[config.mk]
export PLATFORM = sky130hd
export DESIGN_NAME = core_clock_and_irq_config
export DESIGN_NICKNAME = d
export VERILOG_FILES = /design/src/core_cfg_pkg.sv /design/src/core_clock_and_irq_config.sv /design/src/core_clock_divider.sv
export SDC_FILE = /design/constraint.sdc
export NUM_CORES = 1
export LEC_CHECK = 0
export BUFFER_PORTS_ARGS = -buffer_cell sky130_fd_sc_hd__buf_2
export CORE_ASPECT_RATIO = 2
export CORE_MARGIN = 10
export CORE_UTILIZATION = 50
export CTS_CLUSTER_SIZE = 12
export DETAILED_ROUTE_END_ITERATION = 8
export PLACE_DENSITY = 0.75
export RECOVER_POWER = 50
export REMOVE_ABC_BUFFERS = 1
export SLEW_MARGIN = 20
export SYNTH_ARGS = -nofsm -noshare
export SYNTH_HDL_FRONTEND = slang
export SYNTH_HIERARCHICAL = 1
export SYNTH_SLANG_ARGS = --single-unit
[constraint.sdc]
create_clock -name ref_clk_in -period 2.02 [get_ports ref_clk_in]
set_input_delay 0.303 -clock ref_clk_in [delete_from_list [all_inputs] [get_ports ref_clk_in]]
set_output_delay 0.303 -clock ref_clk_in [all_outputs]
set_load 0.05 [all_outputs]
[src/core_cfg_pkg.sv]
package core_cfg_pkg;

   // ------------------------------------------------------------
   // register map
   // ------------------------------------------------------------
   localparam logic [7:0] CFG_OFFSET = 8'h3B;
   localparam logic [7:0] MASK_OFFSET = 8'h3C;
   localparam logic [7:0] CFG_RESET = 8'h00;
   localparam logic [7:0] MASK_RESET = 8'h00;
   // writable bits; everything else is reserved
   localparam logic [7:0] CFG_WRITE_MASK = 8'hE3;
   localparam logic [7:0] MASK_WRITE_MASK = 8'h17;

   // ------------------------------------------------------------
   // field positions
   // ------------------------------------------------------------
   localparam int OSC_ON_BIT = 7;
   localparam int CLK_SEL_LSB = 5;
   localparam int RETRIG_BIT = 1;
   localparam int RST_IGNORE_BIT = 0;
   localparam int LOGIC_EN_BIT = 4;
   localparam int OVERRUN_EN_BIT = 2;
   localparam int GPI_EN_BIT = 1;
   localparam int EVENT_EN_BIT = 0;

   // ------------------------------------------------------------
   // timing
   // ------------------------------------------------------------
   localparam int REF_CLK_HZ = 100_000_000;
   localparam int OSC_HZ = 1_000_000;
   localparam int BASE_DIV = REF_CLK_HZ / OSC_HZ;
   localparam int RETRIG_TIME_US = 50;
   localparam int RETRIG_CYCLES = RETRIG_TIME_US * (REF_CLK_HZ / 1_000_000);
   // base ticks per core tick for 50, 100, 200, 500 kHz
   localparam logic [4:0] CORE_DIV_50K = 5'h14;
   localparam logic [4:0] CORE_DIV_100K = 5'h0A;
   localparam logic [4:0] CORE_DIV_200K = 5'h05;
   localparam logic [4:0] CORE_DIV_500K = 5'h02;

   // ------------------------------------------------------------
   // carriers
   // ------------------------------------------------------------
   typedef struct packed {
      logic wr;
      logic [7:0] addr;
      logic [7:0] wdata;
   } reg_req_t;

   typedef struct packed {
      logic logic_block;
      logic fifo_overrun;
      logic general_input;
      logic fifo_event;
   } status_flags_t;

   typedef enum {IRQ_IDLE, IRQ_ASSERTED, IRQ_GAP} irq_state_t;

endpackage : core_cfg_pkg

[src/core_clock_and_irq_config.sv]
// Operation
// internal 1 MHz oscillator runs only while oscillator_on is set.
// core clock select 00/01/10/11 gives 50/100/200/500 kHz.
// key and input scan intervals follow the selected core clock.
// retrigger off: clear with interrupt pending keeps interrupt asserted.
// retrigger on: clear with pending releases interrupt 50 us, reasserts.
// reset pin low resets device unless the reset-ignore bit is set.
// logic-block flag reaches interrupt only with its enable bit 4.
// FIFO-overrun flag reaches interrupt only with its enable bit 2.
// general-input flag reaches interrupt only with its enable bit 1.
// FIFO-event flag reaches interrupt only with its enable bit 0.
// interrupt asserted while any enabled flag set, else released.
// reserved bits read zero and ignore writes.
`timescale 1ns/10ps
`default_nettype none
module core_clock_and_irq_config #(
   parameter int RETRIG_CYCLES = core_cfg_pkg::RETRIG_CYCLES
) (
   input wire logic ref_clk_in,
   input wire logic rst_n_in,
   input wire core_cfg_pkg::reg_req_t reg_req_in,
   input wire core_cfg_pkg::status_flags_t status_flags_in,
   input wire logic irq_clear_in,
   input wire logic reset_pin_n_in,
   output logic [7:0] reg_rdata_out,
   output logic irq_n_out,
   output logic irq_oe_out,
   output logic device_reset_out,
   output logic osc_running_out,
   output logic base_tick_out,
   output logic core_tick_out,
   output logic scan_tick_out
);

   localparam int GAP_W = $clog2(RETRIG_CYCLES + 1);
   localparam logic [GAP_W-1:0] GAP_LAST = GAP_W'(RETRIG_CYCLES - 1);

   logic [7:0] cfg_reg;
   logic [7:0] cfg_next;
   logic [7:0] mask_reg;
   logic [7:0] mask_next;
   logic pin_meta_reg;
   logic pin_sync_reg;
   logic dev_reset_reg;
   logic [GAP_W-1:0] gap_cnt_reg;
   logic [GAP_W-1:0] gap_cnt_next;
   core_cfg_pkg::irq_state_t irq_state_reg;
   core_cfg_pkg::irq_state_t irq_state_next;

   wire cfg_hit;
   wire mask_hit;
   wire [7:0] rdata_next;
   wire oscillator_on;
   wire [1:0] core_clock_select;
   wire retrigger_mode;
   wire reset_ignore;
   wire logic_block_irq_enable;
   wire fifo_overrun_irq_enable;
   wire general_input_irq_enable;
   wire fifo_event_irq_enable;
   wire [3:0] gated_flags;
   wire irq_pending;
   wire dev_reset_next;
   wire gap_done;
   wire core_tick;

   // ------------------------------------------------------------
   // register decode
   // ------------------------------------------------------------
   assign cfg_hit = reg_req_in.addr == core_cfg_pkg::CFG_OFFSET;
   assign mask_hit = reg_req_in.addr == core_cfg_pkg::MASK_OFFSET;
   // reserved bits masked on write
   assign cfg_next = (reg_req_in.wr && cfg_hit) ?
                     (reg_req_in.wdata & core_cfg_pkg::CFG_WRITE_MASK) :
                     cfg_reg;
   assign mask_next = (reg_req_in.wr && mask_hit) ?
                      (reg_req_in.wdata & core_cfg_pkg::MASK_WRITE_MASK) :
                      mask_reg;
   // unmapped addresses read zero
   assign rdata_next = cfg_hit ? cfg_reg :
                       mask_hit ? mask_reg : 8'h00;

   assign oscillator_on = cfg_reg[core_cfg_pkg::OSC_ON_BIT];
   assign core_clock_select =
      cfg_reg[core_cfg_pkg::CLK_SEL_LSB +: 2];
   assign retrigger_mode = cfg_reg[core_cfg_pkg::RETRIG_BIT];
   assign reset_ignore = cfg_reg[core_cfg_pkg::RST_IGNORE_BIT];
   assign logic_block_irq_enable = mask_reg[core_cfg_pkg::LOGIC_EN_BIT];
   assign fifo_overrun_irq_enable = mask_reg[core_cfg_pkg::OVERRUN_EN_BIT];
   assign general_input_irq_enable = mask_reg[core_cfg_pkg::GPI_EN_BIT];
   assign fifo_event_irq_enable = mask_reg[core_cfg_pkg::EVENT_EN_BIT];

   // ------------------------------------------------------------
   // source gating
   // ------------------------------------------------------------
   // logic-block gate
   assign gated_flags[3] =
      status_flags_in.logic_block & logic_block_irq_enable;
   // overrun gate
   assign gated_flags[2] =
      status_flags_in.fifo_overrun & fifo_overrun_irq_enable;
   // general-input gate
   assign gated_flags[1] =
      status_flags_in.general_input & general_input_irq_enable;
   // fifo-event gate
   assign gated_flags[0] =
      status_flags_in.fifo_event & fifo_event_irq_enable;
   // any enabled source
   assign irq_pending = |gated_flags;

   // ------------------------------------------------------------
   // external reset pin
   // ------------------------------------------------------------
   // pin honoured unless ignored
   assign dev_reset_next = !pin_sync_reg && !reset_ignore;

   always_ff @(posedge ref_clk_in or negedge rst_n_in) begin
      if (!rst_n_in) begin
         pin_meta_reg <= 1'b1;
         pin_sync_reg <= 1'b1;
         dev_reset_reg <= 1'b0;
      end else begin
         pin_meta_reg <= reset_pin_n_in;
         pin_sync_reg <= pin_meta_reg;
         dev_reset_reg <= dev_reset_next;
      end
   end

   // ------------------------------------------------------------
   // registers
   // ------------------------------------------------------------
   // pin reset returns config to defaults; ignore bit then reads 0 anyway
   always_ff @(posedge ref_clk_in or negedge rst_n_in) begin
      if (!rst_n_in) begin
         cfg_reg <= core_cfg_pkg::CFG_RESET;
         mask_reg <= core_cfg_pkg::MASK_RESET;
         reg_rdata_out <= 8'h00;
      end else if (dev_reset_reg) begin
         cfg_reg <= core_cfg_pkg::CFG_RESET;
         mask_reg <= core_cfg_pkg::MASK_RESET;
         reg_rdata_out <= 8'h00;
      end else begin
         cfg_reg <= cfg_next;
         mask_reg <= mask_next;
         reg_rdata_out <= rdata_next;
      end
   end

   // ------------------------------------------------------------
   // core clock
   // ------------------------------------------------------------
   core_clock_divider u_divider (
      .ref_clk_in(ref_clk_in),
      .rst_n_in(rst_n_in),
      .sync_clear_in(dev_reset_reg),
      .osc_on_in(oscillator_on),
      .core_sel_in(core_clock_select),
      .base_tick_out(base_tick_out),
      .core_tick_out(core_tick)
   );
   assign core_tick_out = core_tick;

   always_ff @(posedge ref_clk_in or negedge rst_n_in) begin
      if (!rst_n_in) begin
         osc_running_out <= 1'b0;
         scan_tick_out <= 1'b0;
      end else if (dev_reset_reg) begin
         // pin reset drops the running flag at once; scan keeps its lag
         osc_running_out <= 1'b0;
         scan_tick_out <= core_tick;
      end else begin
         osc_running_out <= oscillator_on;
         // scanning paced by core clock
         scan_tick_out <= core_tick;
      end
   end

   // ------------------------------------------------------------
   // interrupt output
   // ------------------------------------------------------------
   assign gap_done = gap_cnt_reg == GAP_LAST;

   always_comb begin
      irq_state_next = irq_state_reg;
      gap_cnt_next = gap_cnt_reg;
      case (irq_state_reg)
         core_cfg_pkg::IRQ_IDLE: begin
            gap_cnt_next = '0;
            // assert on pending
            if (irq_pending) begin
               irq_state_next = core_cfg_pkg::IRQ_ASSERTED;
            end
         end
         core_cfg_pkg::IRQ_ASSERTED: begin
            gap_cnt_next = '0;
            if (!irq_pending) begin
               irq_state_next = core_cfg_pkg::IRQ_IDLE;
            // release gap on clear
            end else if (irq_clear_in && retrigger_mode) begin
               irq_state_next = core_cfg_pkg::IRQ_GAP;
            end
            // otherwise stays asserted
         end
         core_cfg_pkg::IRQ_GAP: begin
            gap_cnt_next = gap_cnt_reg + GAP_W'(1);
            // reassert after gap
            if (gap_done) begin
               gap_cnt_next = '0;
               irq_state_next = irq_pending ? core_cfg_pkg::IRQ_ASSERTED :
                                              core_cfg_pkg::IRQ_IDLE;
            end
         end
         default: begin
            irq_state_next = core_cfg_pkg::IRQ_IDLE;
            gap_cnt_next = '0;
         end
      endcase
   end

   // open drain: drive low only while asserted
   always_ff @(posedge ref_clk_in or negedge rst_n_in) begin
      if (!rst_n_in) begin
         irq_state_reg <= core_cfg_pkg::IRQ_IDLE;
         gap_cnt_reg <= '0;
         irq_n_out <= 1'b1;
         irq_oe_out <= 1'b0;
      end else if (dev_reset_reg) begin
         irq_state_reg <= core_cfg_pkg::IRQ_IDLE;
         gap_cnt_reg <= '0;
         irq_n_out <= 1'b1;
         irq_oe_out <= 1'b0;
      end else begin
         irq_state_reg <= irq_state_next;
         gap_cnt_reg <= gap_cnt_next;
         irq_n_out <= irq_state_next != core_cfg_pkg::IRQ_ASSERTED;
         irq_oe_out <= irq_state_next == core_cfg_pkg::IRQ_ASSERTED;
      end
   end

   assign device_reset_out = dev_reset_reg;

endmodule : core_clock_and_irq_config
`default_nettype wire

[src/core_clock_divider.sv]
`timescale 1ns/10ps
`default_nettype none
module core_clock_divider (
   input wire logic ref_clk_in,
   input wire logic rst_n_in,
   input wire logic sync_clear_in,
   input wire logic osc_on_in,
   input wire logic [1:0] core_sel_in,
   output logic base_tick_out,
   output logic core_tick_out
);

   localparam logic [6:0] BASE_LAST =
      7'(core_cfg_pkg::BASE_DIV - 1);

   logic [6:0] base_cnt_reg;
   logic [6:0] base_cnt_next;
   logic [4:0] core_cnt_reg;
   logic [4:0] core_cnt_next;
   logic [4:0] core_div;
   logic base_wrap;
   logic core_wrap;

   // ------------------------------------------------------------
   // divider selection
   // ------------------------------------------------------------
   // core rate select
   assign core_div = (core_sel_in == 2'h0) ? core_cfg_pkg::CORE_DIV_50K :
                     (core_sel_in == 2'h1) ? core_cfg_pkg::CORE_DIV_100K :
                     (core_sel_in == 2'h2) ? core_cfg_pkg::CORE_DIV_200K :
                                             core_cfg_pkg::CORE_DIV_500K;
   // oscillator runs only when on
   assign base_wrap = osc_on_in && (base_cnt_reg == BASE_LAST);
   assign core_wrap = base_wrap && (core_cnt_reg >= core_div - 5'h01);
   assign base_cnt_next = !osc_on_in ? 7'h00 :
                          base_wrap ? 7'h00 : base_cnt_reg + 7'h01;
   // rate change applies to the period in progress; a count already past the new limit wraps at the next base tick
   assign core_cnt_next = !osc_on_in ? 5'h00 :
                          core_wrap ? 5'h00 :
                          base_wrap ? core_cnt_reg + 5'h01 : core_cnt_reg;

   // ------------------------------------------------------------
   // counters
   // ------------------------------------------------------------
   always_ff @(posedge ref_clk_in or negedge rst_n_in) begin
      if (!rst_n_in) begin
         base_cnt_reg <= 7'h00;
         core_cnt_reg <= 5'h00;
         base_tick_out <= 1'b0;
         core_tick_out <= 1'b0;
      end else if (sync_clear_in) begin
         base_cnt_reg <= 7'h00;
         core_cnt_reg <= 5'h00;
         base_tick_out <= 1'b0;
         core_tick_out <= 1'b0;
      end else begin
         base_cnt_reg <= base_cnt_next;
         core_cnt_reg <= core_cnt_next;
         base_tick_out <= base_wrap;
         core_tick_out <= core_wrap;
      end
   end

endmodule : core_clock_divider
`default_nettype wire

=== Yosys cells after proc, flatten, opt, wreduce, memory -nomap -nowiden ===
Cells that the tools add are included.

* Input bits: 25
* Register bits: 90
* Output and inout bits: 15

* Muxes and demuxes: 32
* Bitwise operators: 4
* Reduce and logical (&&, ||, !) cells: 13
* Equal/unequal tests: 11
* $add $sub $neg: 4
* $lt $le $gt $ge: 1

{| class="wikitable"
|+ Operators by type and width
! cell !! count
|-
| 2-to-1 mux 32 bit || 5
|-
| one-hot mux 32 bit (3 select lines) || 1
|-
| == test 32 x 2 -> 1 bit, second input constant || 2
|-
| 2-to-1 mux 8 bit || 7
|-
| 2-to-1 mux 13 bit || 3
|-
| == test 32 x 1 -> 1 bit, second input constant || 1
|-
| logical NOT 32 bit || 1
|-
| inequality test 32 x 2 -> 1 bit, second input constant || 1
|-
| 2-to-1 mux 5 bit || 6
|-
| 2-to-1 mux 7 bit || 3
|-
| == test 8 x 6 -> 1 bit, second input constant || 2
|-
| adder 13 x 1 -> 13 bit, second input constant || 1
|-
| == test 13 bit, second input constant || 1
|-
| adder 7 x 1 -> 7 bit, second input constant || 1
|-
| == test 7 bit, second input constant || 1
|-
| logical AND 1 bit || 6
|-
| 2-to-1 mux 1 bit || 6
|-
| adder 5 x 1 -> 5 bit, second input constant || 1
|-
| >= comparator 5 bit || 1
|-
| subtractor 5 x 1 -> 5 bit, second input constant || 1
|-
| bitwise AND 1 bit || 4
|-
| inequality test 4 x 1 -> 1 bit, second input constant || 1
|-
| nonzero test 2 bit || 2
|-
| OR reduction 4 bit || 1
|-
| other kinds (5) || 6
|}

=== Longest topological paths before layout ===
Gate-level depths: netlist (run 1).

* Depth in word-level cells: 10
* Depth in mapped cells: 6

=== Modules after synthesis ===
Netlist (run 1), hierarchy kept.

{| class="wikitable"
|+ Modules (own cells, without submodules)
! module !! cells each !! times used !! area an instance (um2)
|-
| core_clock_and_irq_config || 180 || 1 || 2452.4
|-
| core_clock_divider || 78 || 1 || 800.8
|}

=== Least setup slack after synthesis (run 1) ===
Ideal clock, no wire load.

* Path kind: register to register
* From: register dev_reset_reg, in the netlist device_reset_out
* To: register gap_cnt_reg[10]
* Buffers on the path: 2
* Setup time: 0.071 ns
* Cell stages (with the launch flop): 7
* Data required time: 1.949 ns
* Arrival time: 1.958 ns
* Slack: -0.010 ns
* Cells stage by stage: dfrtp_1 -> buf_6 -> nor4_1 -> nand4_1 -> or4_4 -> buf_6 -> nor2_1

* Longest elaborated chain between the ends: 1

{| class="wikitable"
|+ RTL lines
! what !! line !! RTL
|-
| from (decl) || core_clock_and_irq_config.sv:44 || <nowiki>logic dev_reset_reg;</nowiki>
|-
| from (signal assigned) || core_clock_and_irq_config.sv:125 || <nowiki>dev_reset_reg <= dev_reset_next;</nowiki>
|-
| 2-to-1 mux 13 bit || core_clock_and_irq_config.sv:227 || <nowiki>end else if (dev_reset_reg) begin</nowiki>
|-
| to (signal assigned) || core_clock_and_irq_config.sv:234 || <nowiki>gap_cnt_reg <= gap_cnt_next;</nowiki>
|-
| to (decl) || core_clock_and_irq_config.sv:45 || <nowiki>logic [GAP_W-1:0] gap_cnt_reg;</nowiki>
|}

Every way passes these cells.
A chain may end at the register's enable or synchronous reset.

=== Final worst setup path (run 1) ===
* From: register cfg_reg[5]
* To: register u_divider.core_cnt_reg[4]

* Longest elaborated chain between the ends: 10
* Elaborated cells between the ends (all ways): 13
* Classes of those cells: add/sub: 1; order compare: 1; eq/ne: 3; mux: 6; reduce/logical: 2

{| class="wikitable"
|+ RTL lines
! what !! line !! RTL
|-
| from (decl) || core_clock_and_irq_config.sv:38 || <nowiki>logic [7:0] cfg_reg;</nowiki>
|-
| from (signal assigned) || core_clock_and_irq_config.sv:135 || <nowiki>cfg_reg <= core_cfg_pkg::CFG_RESET;</nowiki>
|-
| from (signal assigned) || core_clock_and_irq_config.sv:139 || <nowiki>cfg_reg <= core_cfg_pkg::CFG_RESET;</nowiki>
|-
| from (signal assigned) || core_clock_and_irq_config.sv:143 || <nowiki>cfg_reg <= cfg_next;</nowiki>
|-
| == test 2 bit || core_clock_divider.sv:30 || <nowiki>(core_sel_in == 2'h2) ? core_cfg_pkg::CORE_DIV_200K :</nowiki>
|-
| 2-to-1 mux 3 bit || core_clock_divider.sv:30 ||
|-
| 2-to-1 mux 5 bit || core_clock_divider.sv:29 || <nowiki>(core_sel_in == 2'h1) ? core_cfg_pkg::CORE_DIV_100K :</nowiki>
|-
| 2-to-1 mux 5 bit * || core_clock_divider.sv:28 || <nowiki>assign core_div = (core_sel_in == 2'h0) ? core_cfg_pkg::CORE_DIV_50K :</nowiki>
|-
| subtractor 5 x 1 -> 5 bit * || core_clock_divider.sv:34 || <nowiki>assign core_wrap = base_wrap && (core_cnt_reg >= core_div - 5'h01);</nowiki>
|-
| >= comparator 5 bit * || core_clock_divider.sv:34 ||
|-
| logical AND 1 bit * || core_clock_divider.sv:34 ||
|-
| 2-to-1 mux 5 bit || core_clock_divider.sv:39 || <nowiki>core_wrap ? 5'h00 :</nowiki>
|-
| 2-to-1 mux 5 bit || core_clock_divider.sv:38 || <nowiki>assign core_cnt_next = !osc_on_in ? 5'h00 :</nowiki>
|-
| 2-to-1 mux 5 bit || core_clock_divider.sv:51 || <nowiki>end else if (sync_clear_in) begin</nowiki>
|-
| to (signal assigned) || core_clock_divider.sv:58 || <nowiki>core_cnt_reg <= core_cnt_next;</nowiki>
|-
| to (decl) || core_clock_divider.sv:18 || <nowiki>logic [4:0] core_cnt_reg;</nowiki>
|}

Every way passes the cells marked *; elsewhere a longest branch is shown, timed or not.

==> load_flow_metrics.sql, run 1 <==
INSERT INTO impl_metrics (metric_group, metric, value, unit) VALUES
('status', 'outcome', 'complete, no violations', ''),
('logic_synthesis', 'mapped_cell_area', '3250', 'um2'),
('placed_design', 'place.gp.congestion', '0.773', ''),
('layout', 'nFillCells', '528', ''),
('grt', 'grt_use_met3', '4.48', '%'),
('setup_path', 'critical_path_required', '2.24', 'ns'),
('layout', 'fin_cells', '433', ''),
('clocking', 'cts.sinks', '82', ''),
('sta', 'timing.max_slew.rel_slack', '32.6', '%'),
('clocking', 'cts_made_buffers', '9', ''),
('grt', 'grt_pass1_vias', '2435', ''),
('setup_path', 'highest_cell_delay_on_the_worst_timing_path', '0.42', 'ns'),
('pwr', 'clock_power_share', '44.2', '%'),
('route', 'dr.first_iter.drc_count', '74', ''),
('setup_path', 'worst_setup_path_class', 'flop to flop', ''),
('clocking', 'tritoncts', 'built', ''),
('layout', 'largest_register_ff_count', '32', ''),
('route', 'routed_wl', '6230', 'um'),
('sta', 'final-hold-violation-count', '0', ''),
('placed_design', 'io_buffers', '37', ''),
('floorplan', 'floorplan.die.height', '134', 'um'),
('pwr', 'maximum_resistive_drop_on_vdd', '0.522', 'mV'),
('logic_synthesis', 'synth_flop_cell', 'sky130_fd_sc_hd__dfrtp_1', ''),
('logic_synthesis', 'portion_of_synthesized_cell_area_occupied_by_the_leading_cell_type', '60.8', '%'),
('flow_run', 'drv_cap', '0', ''),
('logic_synthesis', 'yosys_warnings', '6', ''),
('sta', 'setup_viol_count_final', '0', ''),
('clocking', 'cts_root_buf', 'sky130_fd_sc_hd__clkbuf_16', ''),
('layout', 'drive_gt1_share', '20.5', '%'),
('floorplan', 'initial_utilization', '51.6', '%'),
('logic_synthesis', 'synthesis.area_per_instance', '12.6', 'um2'),
('setup_path', 'crit_path_end_kind', 'flop', ''),
('grt', 'groute.usage.overall', '13.6', '%'),
('setup_path', 'startpoint_type', 'flop', ''),
('route', 'ant_nets', '0', ''),
('logic_synthesis', 'synthCells', '258', ''),
('clocking', 'clock_insertion_delay_worst_skew', '0.33', 'ns'),
('floorplan', 'top_level_ports', '40', ''),
('route', 'detail_route.first_pass.iterations', '4', ''),
('route', 'routed_vias_inst', '5.12', ''),
('sta', 'min_clock_period_post_route', '1.92', 'ns'),
('pwr', 'net-switching-power', '0.665', 'mW'),
('grt', 'first_pass_grt_wire_length', '11100', 'um'),
('hold_path', 'hold_class', 'input port to flop', ''),
('logic_synthesis', 'synth_seq_cells', '82', ''),
('layout', 'multi_input_area', '1270', 'um2'),
('pwr', 'p_per_cell_area', '808', 'nW/um2'),
('floorplan', 'core_area', '6310', 'um2'),
('layout', 'design_area', '3970', 'um2'),
('clocking', 'number_of_buffers_on_the_longest_clock_path', '2', ''),
('setup_path', 'crit_slowest_cell', 'sky130_fd_sc_hd__dfrtp_1', ''),
('clocking', 'htree_num_levels', '3', ''),
('placed_design', 'detailed_place.area', '3700', 'um2'),
('layout', 'area.sequential', '2060', 'um2'),
('setup_path', 'worstPathMaxFanout', '6', ''),
('clocking', 'clkSlewWorstSetupHoldPaths', '0.06', 'ns'),
('pwr', 'internal_power', '2.54', 'mW'),
('route', 'detailroute.via_count', '2216', ''),
('floorplan', 'die-area', '10300', 'um2'),
('sta', 'fin_skew', '0.00946', 'ns'),
('logic_synthesis', 'asr_flop_ratio_synth', '100', '%'),
('pwr', 'switching_share', '20.8', '%'),
('floorplan', 'row_count', '41', ''),
('sta', 'report.final.slew_viol_count', '0', ''),
('pwr', 'combPwrFrac', '3.1', '%'),
('layout', 'diodes_inserted', '0', ''),
('layout', 'final_core_util', '62.8', '%'),
('sta', 'totalNegativeSetupSlack', '0', 'ns'),
('grt', 'grt_util_met2', '25.4', '%'),
('setup_path', 'crit_arrival', '2.13', 'ns'),
('grt', 'gr-usage-met1', '12.3', '%');
## cell usage in the layout, fill, tap and decap left out, types with 6 or more instances in the layout
cell type and instances:
sky130_fd_sc_hd__conb_1 31, sky130_fd_sc_hd__buf_4 6, sky130_fd_sc_hd__xnor2_1 7, sky130_fd_sc_hd__and3_1 8, sky130_fd_sc_hd__xor2_1 7, sky130_fd_sc_hd__nand4_1 6
sky130_fd_sc_hd__ha_1 8, sky130_fd_sc_hd__clkbuf_16 9, sky130_fd_sc_hd__dfrtp_1 79, sky130_fd_sc_hd__nand2_1 15, sky130_fd_sc_hd__nand2b_1 7, sky130_fd_sc_hd__nor4_1 11
sky130_fd_sc_hd__buf_2 36, sky130_fd_sc_hd__nor2_1 30, sky130_fd_sc_hd__nand3_1 10
## stage by stage
step	hold slack (ns)	total power, mW	worst slack (ns)
2_1_floorplan	0.00741	1.74	0.136
3_3_place_gp	0.316	1.81	0.126
3_5_place_dp	0.318	1.82	0.0977
4_1_cts	0.0564	3.24	0.0877
5_1_grt	0.0563	3.33	0.0198
6_report	0.0689	3.20	0.104
## metal layers
metal	part of all wire [%]	wire (um)
met4	3.1	195
met3	3.6	226
met5	0	0
met2	58	3610
met1	35	2200
## final timing paths
check / from / to / slack [ns] / depth (start not counted)
worst max register to register: cfg_reg[5] / u_divider/core_cnt_reg[4] / 0.10 / 6
min in group asynchronous: rst_n_in / reg_rdata_out[2] / 0.67 / 2
worst max-delay path: cfg_reg[5] / u_divider/core_cnt_reg[4] / 0.10 / 6
max in group asynchronous: rst_n_in / irq_state_reg[16] / 0.54 / 3
worst min register to register: pin_meta_reg / pin_sync_reg / 0.35 / 0
worst min-delay path: reset_pin_n_in / pin_meta_reg / 0.07 / 1
## repair_timing
action / 4_1_cts / 5_1_grt
hold buffers: 1 / 0
setup endpoints to repair: 0 / 4
buffers inserted: 0 / 0
hold endpoints to repair: 36 / 0
resized for setup: 0 / 1
## cell type report
class	count	share of cell area (%)
Inverter	3	0.284
Clock buffer	13	6.06
Timing Repair Buffer	46	6.66
Multi-Input combinational cell	200	32.0
Clock inverter	3	0.442
Sequential cell	82	51.8
Tap cell	86	2.71
## cell usage after synthesis (all sizes together), types with 2 or more instances
cell / instances
dfstp: 3
buf: 3
nand4: 6
nor4: 11
mux2i: 5
dfrtp: 79
ha: 8
nand2b: 7
or2: 2
o21ai: 3
nor2b: 5
a21oi: 4
nor3: 4
a22oi: 4
nand2: 15
o21a: 2
inv: 3
a22o: 5
nand3: 10
xor2: 7
o221ai: 2
and2: 3
nor2: 30
and3: 8
xnor2: 7
or3: 2
and4: 3
## power groups by stage
stage	clock [mW]	combinational, mW	sequential, mW
finish	1.42	0.0995	1.69
global route	1.52	0.115	1.69
CTS	1.45	0.102	1.69
detailed placement	0	0.100	1.72
global placement	0	0.0981	1.72
floorplan	0	0.0219	1.72
## kinds of logic after synthesis
| family | count (synthesis) | share of synthesized area (%) |
|---|---|---|
| simple gates | 114 | 19.6 |
| other cells | 1 | 0.115 |
| buf+inv | 6 | 1.27 |
| mux | 6 | 1.88 |
| compound gates | 27 | 7.08 |
| xor+xnor | 14 | 3.77 |
| flops | 82 | 63.2 |
| fa+ha+maj | 8 | 3.08 |
## worst max-delay path, delay by kind of cell (launching register included)
kind | cells | cell delay (ns)
adders and majority gates | 1 | 0.31
AOI/OAI and AO/OA | 3 | 0.50
DFF | 1 | 0.42
and+or+nand+nor | 2 | 0.57
(Power assumes the default switching activity.)
==> run 2: changes to the inputs <==
--- a/config.mk
+++ b/config.mk
@@ -6,13 +6,16 @@
 export NUM_CORES = 1
 export LEC_CHECK = 0
 export BUFFER_PORTS_ARGS = -buffer_cell sky130_fd_sc_hd__buf_2
+export CELL_PAD_IN_SITES_DETAIL_PLACEMENT = 1
+export CELL_PAD_IN_SITES_GLOBAL_PLACEMENT = 2
 export CORE_ASPECT_RATIO = 2
 export CORE_MARGIN = 10
-export CORE_UTILIZATION = 50
+export CORE_UTILIZATION = 39
 export CTS_CLUSTER_SIZE = 12
 export DETAILED_ROUTE_END_ITERATION = 8
-export PLACE_DENSITY = 0.75
-export RECOVER_POWER = 50
+export GPL_TIMING_DRIVEN = 0
+export PLACE_DENSITY = 0.83
+export RECOVER_POWER = 100
 export REMOVE_ABC_BUFFERS = 1
 export SLEW_MARGIN = 20
 export SYNTH_ARGS = -nofsm -noshare
==> run 2 against run 1 <==
  * Combinational power shrank 4.1%
  * Sequential power is essentially flat
  * Critical endpoint is now gap_cnt_reg[1]
  * Clock skew shrank 0.0038 ns
  * Via count grew 1.5%
  * Global-route usage shrank 1.6 points
  * Largest power group unchanged
  * Flip-flop and latch count is the same
  * Non-clock buffer count shrank 5
==> load_flow_metrics.sql, run 2 (same netlist as run 1, synthesis figures left out) <==
INSERT INTO impl_metrics (metric_group, metric, value, unit) VALUES
('route', 'detail_route.first_pass.iterations', '4', ''),
('pwr', 'total_power_after_layout', '3.47', 'mW'),
('floorplan', 'row_count', '47', ''),
('sta', 'post-route-worst-setup-slack', '0.0454', 'ns'),
('sta', 'fin_skew', '0.00570', 'ns'),
('route', 'dr.first_iter.drc_count', '124', ''),
('setup_path', 'cp_top_family', 'simple AND/OR/NAND/NOR gates', ''),
('setup_path', 'worst_setup_path_class', 'flop to flop', ''),
('sta', 'setup_viol_count_final', '0', ''),
('floorplan', 'top_level_ports', '40', ''),
('clocking', 'clkSlewWorstSetupHoldPaths', '0.06', 'ns'),
('sta', 'timing.max_slew.rel_slack', '15.9', '%'),
('setup_path', 'crit_path_end_kind', 'flop', ''),
('placed_design', 'placement.setup.worst_slack', '-0.0188', 'ns'),
('clocking', 'cts_made_buffers', '9', ''),
('layout', 'drive_gt1_share', '16.9', '%'),
('floorplan', 'floorplan.die.height', '149', 'um'),
('grt', 'first_pass_grt_wire_length', '12000', 'um'),
('pwr', 'net-switching-power', '0.729', 'mW'),
('sta', 'report.final.slew_viol_count', '0', ''),
('clocking', 'tritoncts', 'built', ''),
('pwr', 'seqPwrFrac', '48.8', '%'),
('setup_path', 'critical_path_required', '2.24', 'ns'),
('layout', 'multi_input_area', '1280', 'um2'),
('setup_path', 'path_cells', 'or4b_4 > o41ai_4 > clkbuf_2 > nor2_1 > and3_1', ''),
('pwr', 'combPwrFrac', '2.8', '%'),
('clocking', 'clock_insertion_delay_worst_skew', '0.33', 'ns'),
('layout', 'area.sequential', '2060', 'um2'),
('sta', 'hold_slack', '0.0713', 'ns'),
('flow_run', 'drv_cap', '0', ''),
('pwr', 'switching_share', '21.0', '%'),
('sta', 'min_clock_period_post_route', '1.97', 'ns'),
('layout', 'syn_to_final_growth', '22.9', '%'),
('setup_path', 'crit_slowest_cell', 'sky130_fd_sc_hd__or4b_4', ''),
('layout', 'layout.cells.most_common_list', 'sky130_fd_sc_hd__dfrtp_1 (77), sky130_fd_sc_hd__conb_1 (31), sky130_fd_sc_hd__nor2_1 (30)', ''),
('clocking', 'cts_root_buf', 'sky130_fd_sc_hd__clkbuf_16', ''),
('floorplan', 'initial_utilization', '39.5', '%'),
('setup_path', 'crit_buf_inv', '1', ''),
('route', 'routed_vias_inst', '5.10', ''),
('route', 'ant_nets', '0', ''),
('grt', 'antenna_violations_before_repair', '0', ''),
('clocking', 'htree_num_levels', '3', ''),
('floorplan', 'die_w', '84.6', 'um'),
('grt', 'grt_max_degree', '50', ''),
('sta', 'tightest_slew', '1.25', 'ns'),
('clocking', 'cts.sinks', '82', ''),
('sta', 'fin_crit_sh', '97.8', '%'),
('pwr', 'internal_power', '2.74', 'mW'),
('layout', 'nFillCells', '922', ''),
('grt', 'grt_pass1_vias', '2627', ''),
('clocking', 'number_of_buffers_on_the_longest_clock_path', '2', ''),
('pwr', 'clock_power_share', '48.5', '%'),
('route', 'routed_wl', '7270', 'um'),
('grt', 'gr-total-overflow', '0', ''),
('floorplan', 'core_area', '8230', 'um2'),
('setup_path', 'crit_arrival', '2.20', 'ns'),
('grt', 'groute.usage.overall', '12.0', '%'),
('status', 'outcome', 'complete, no violations', ''),
('route', 'detailroute.via_count', '2250', ''),
('placed_design', 'dp_hpwl', '5380', 'um'),
('setup_path', 'highest_cell_delay_on_the_worst_timing_path', '0.57', 'ns'),
('route', 'wl_per_cell', '16.5', 'um'),
('hold_path', 'hold_class', 'input port to flop', ''),
('placed_design', 'place.gp.congestion', '0.786', ''),
('sta', 'final-hold-violation-count', '0', ''),
('placed_design', 'io_buffers', '37', ''),
('layout', 'largest_register_ff_count', '32', ''),
('floorplan', 'die-area', '12600', 'um2'),
('pwr', 'leakage', '1.81', 'nW'),
('pwr', 'p_per_cell_area', '867', 'nW/um2'),
('layout', 'net_count_of_the_finished_layout', '371', ''),
('route', 'drcViolationCount', '0', ''),
('setup_path', 'worstPathMaxFanout', '6', ''),
('sta', 'timing.fmax', '506', 'MHz'),
('layout', 'diodes_inserted', '0', ''),
('pwr', 'maximum_resistive_drop_on_vdd', '0.543', 'mV'),
('setup_path', 'startpoint_type', 'flop', ''),
('layout', 'final_common_cell', 'sky130_fd_sc_hd__dfrtp_1', '');
[run 2: cell count changes in the layout (fill, tap and decap cells not counted), sizes merged]
cell | before | now
buf | 43 | 23
bufinv | 0 | 1
clkbuf | 15 | 28
clkinv | 2 | 1
inv | 3 | 5
or4 | 1 | 2
[run 2: what timing repair did]
item	in CTS	in global routing
gates resized for setup	1	4
buffers inserted	0	2
gates cloned	0	1
hold buffers	1	0
endpoints found under the hold margin	31	0
endpoints found under the setup margin	4	11
[run 2: worst paths after layout]
check	start	endpoint	slack [ns]	depth (start not counted)
setup / recovery	gap_cnt_reg[6]	gap_cnt_reg[1]	0.05	5
hold / removal	reset_pin_n_in	pin_meta_reg	0.07	1
setup reg to reg	gap_cnt_reg[6]	gap_cnt_reg[1]	0.05	5
hold reg to reg	pin_meta_reg	pin_sync_reg	0.36	0
max in group asynchronous	rst_n_in	irq_n_out	0.62	3
min in group asynchronous	rst_n_in	gap_cnt_reg[8]	0.63	2
[run 2: cell type report]
type,count,share of cell area (%)
Timing Repair Buffer,41,5.41
Multi-Input combinational cell,201,31.9
Clock buffer,11,6.32
Inverter,3,0.282
Sequential cell,82,51.5
Tap cell,98,3.07
Clock inverter,5,1.50
[run 2: power groups by stage]
stage	clock [mW]	combinational, mW	sequential (mW)
final	1.68	0.0954	1.69
after global routing	1.80	0.110	1.69
after CTS	1.71	0.0982	1.69
after floorplan	0	0.0219	1.72
after detailed placement	0	0.0960	1.72
after global placement	0	0.0870	1.72
[run 2: routing by layer]
metal	up-vias	wire length, um	global-route usage, %
met5	-	0	0
met4	0	213	7.04
met3	16	243	3.06
met2	29	4400	23.4
met1	1149	2410	10.3
li1	1056	-	-
[run 2: metrics by stage]
step	cell area [um2]	setup TNS, ns	std cells	utilization [%]
floorplan	3340	0	285	-
global placement	3640	-0.0154	420	44.3
detailed placement	3670	-0.0496	421	44.6
CTS	4000	0	438	48.6
global route	4000	-0.00200	441	48.6
finish	4000	0	441	48.6
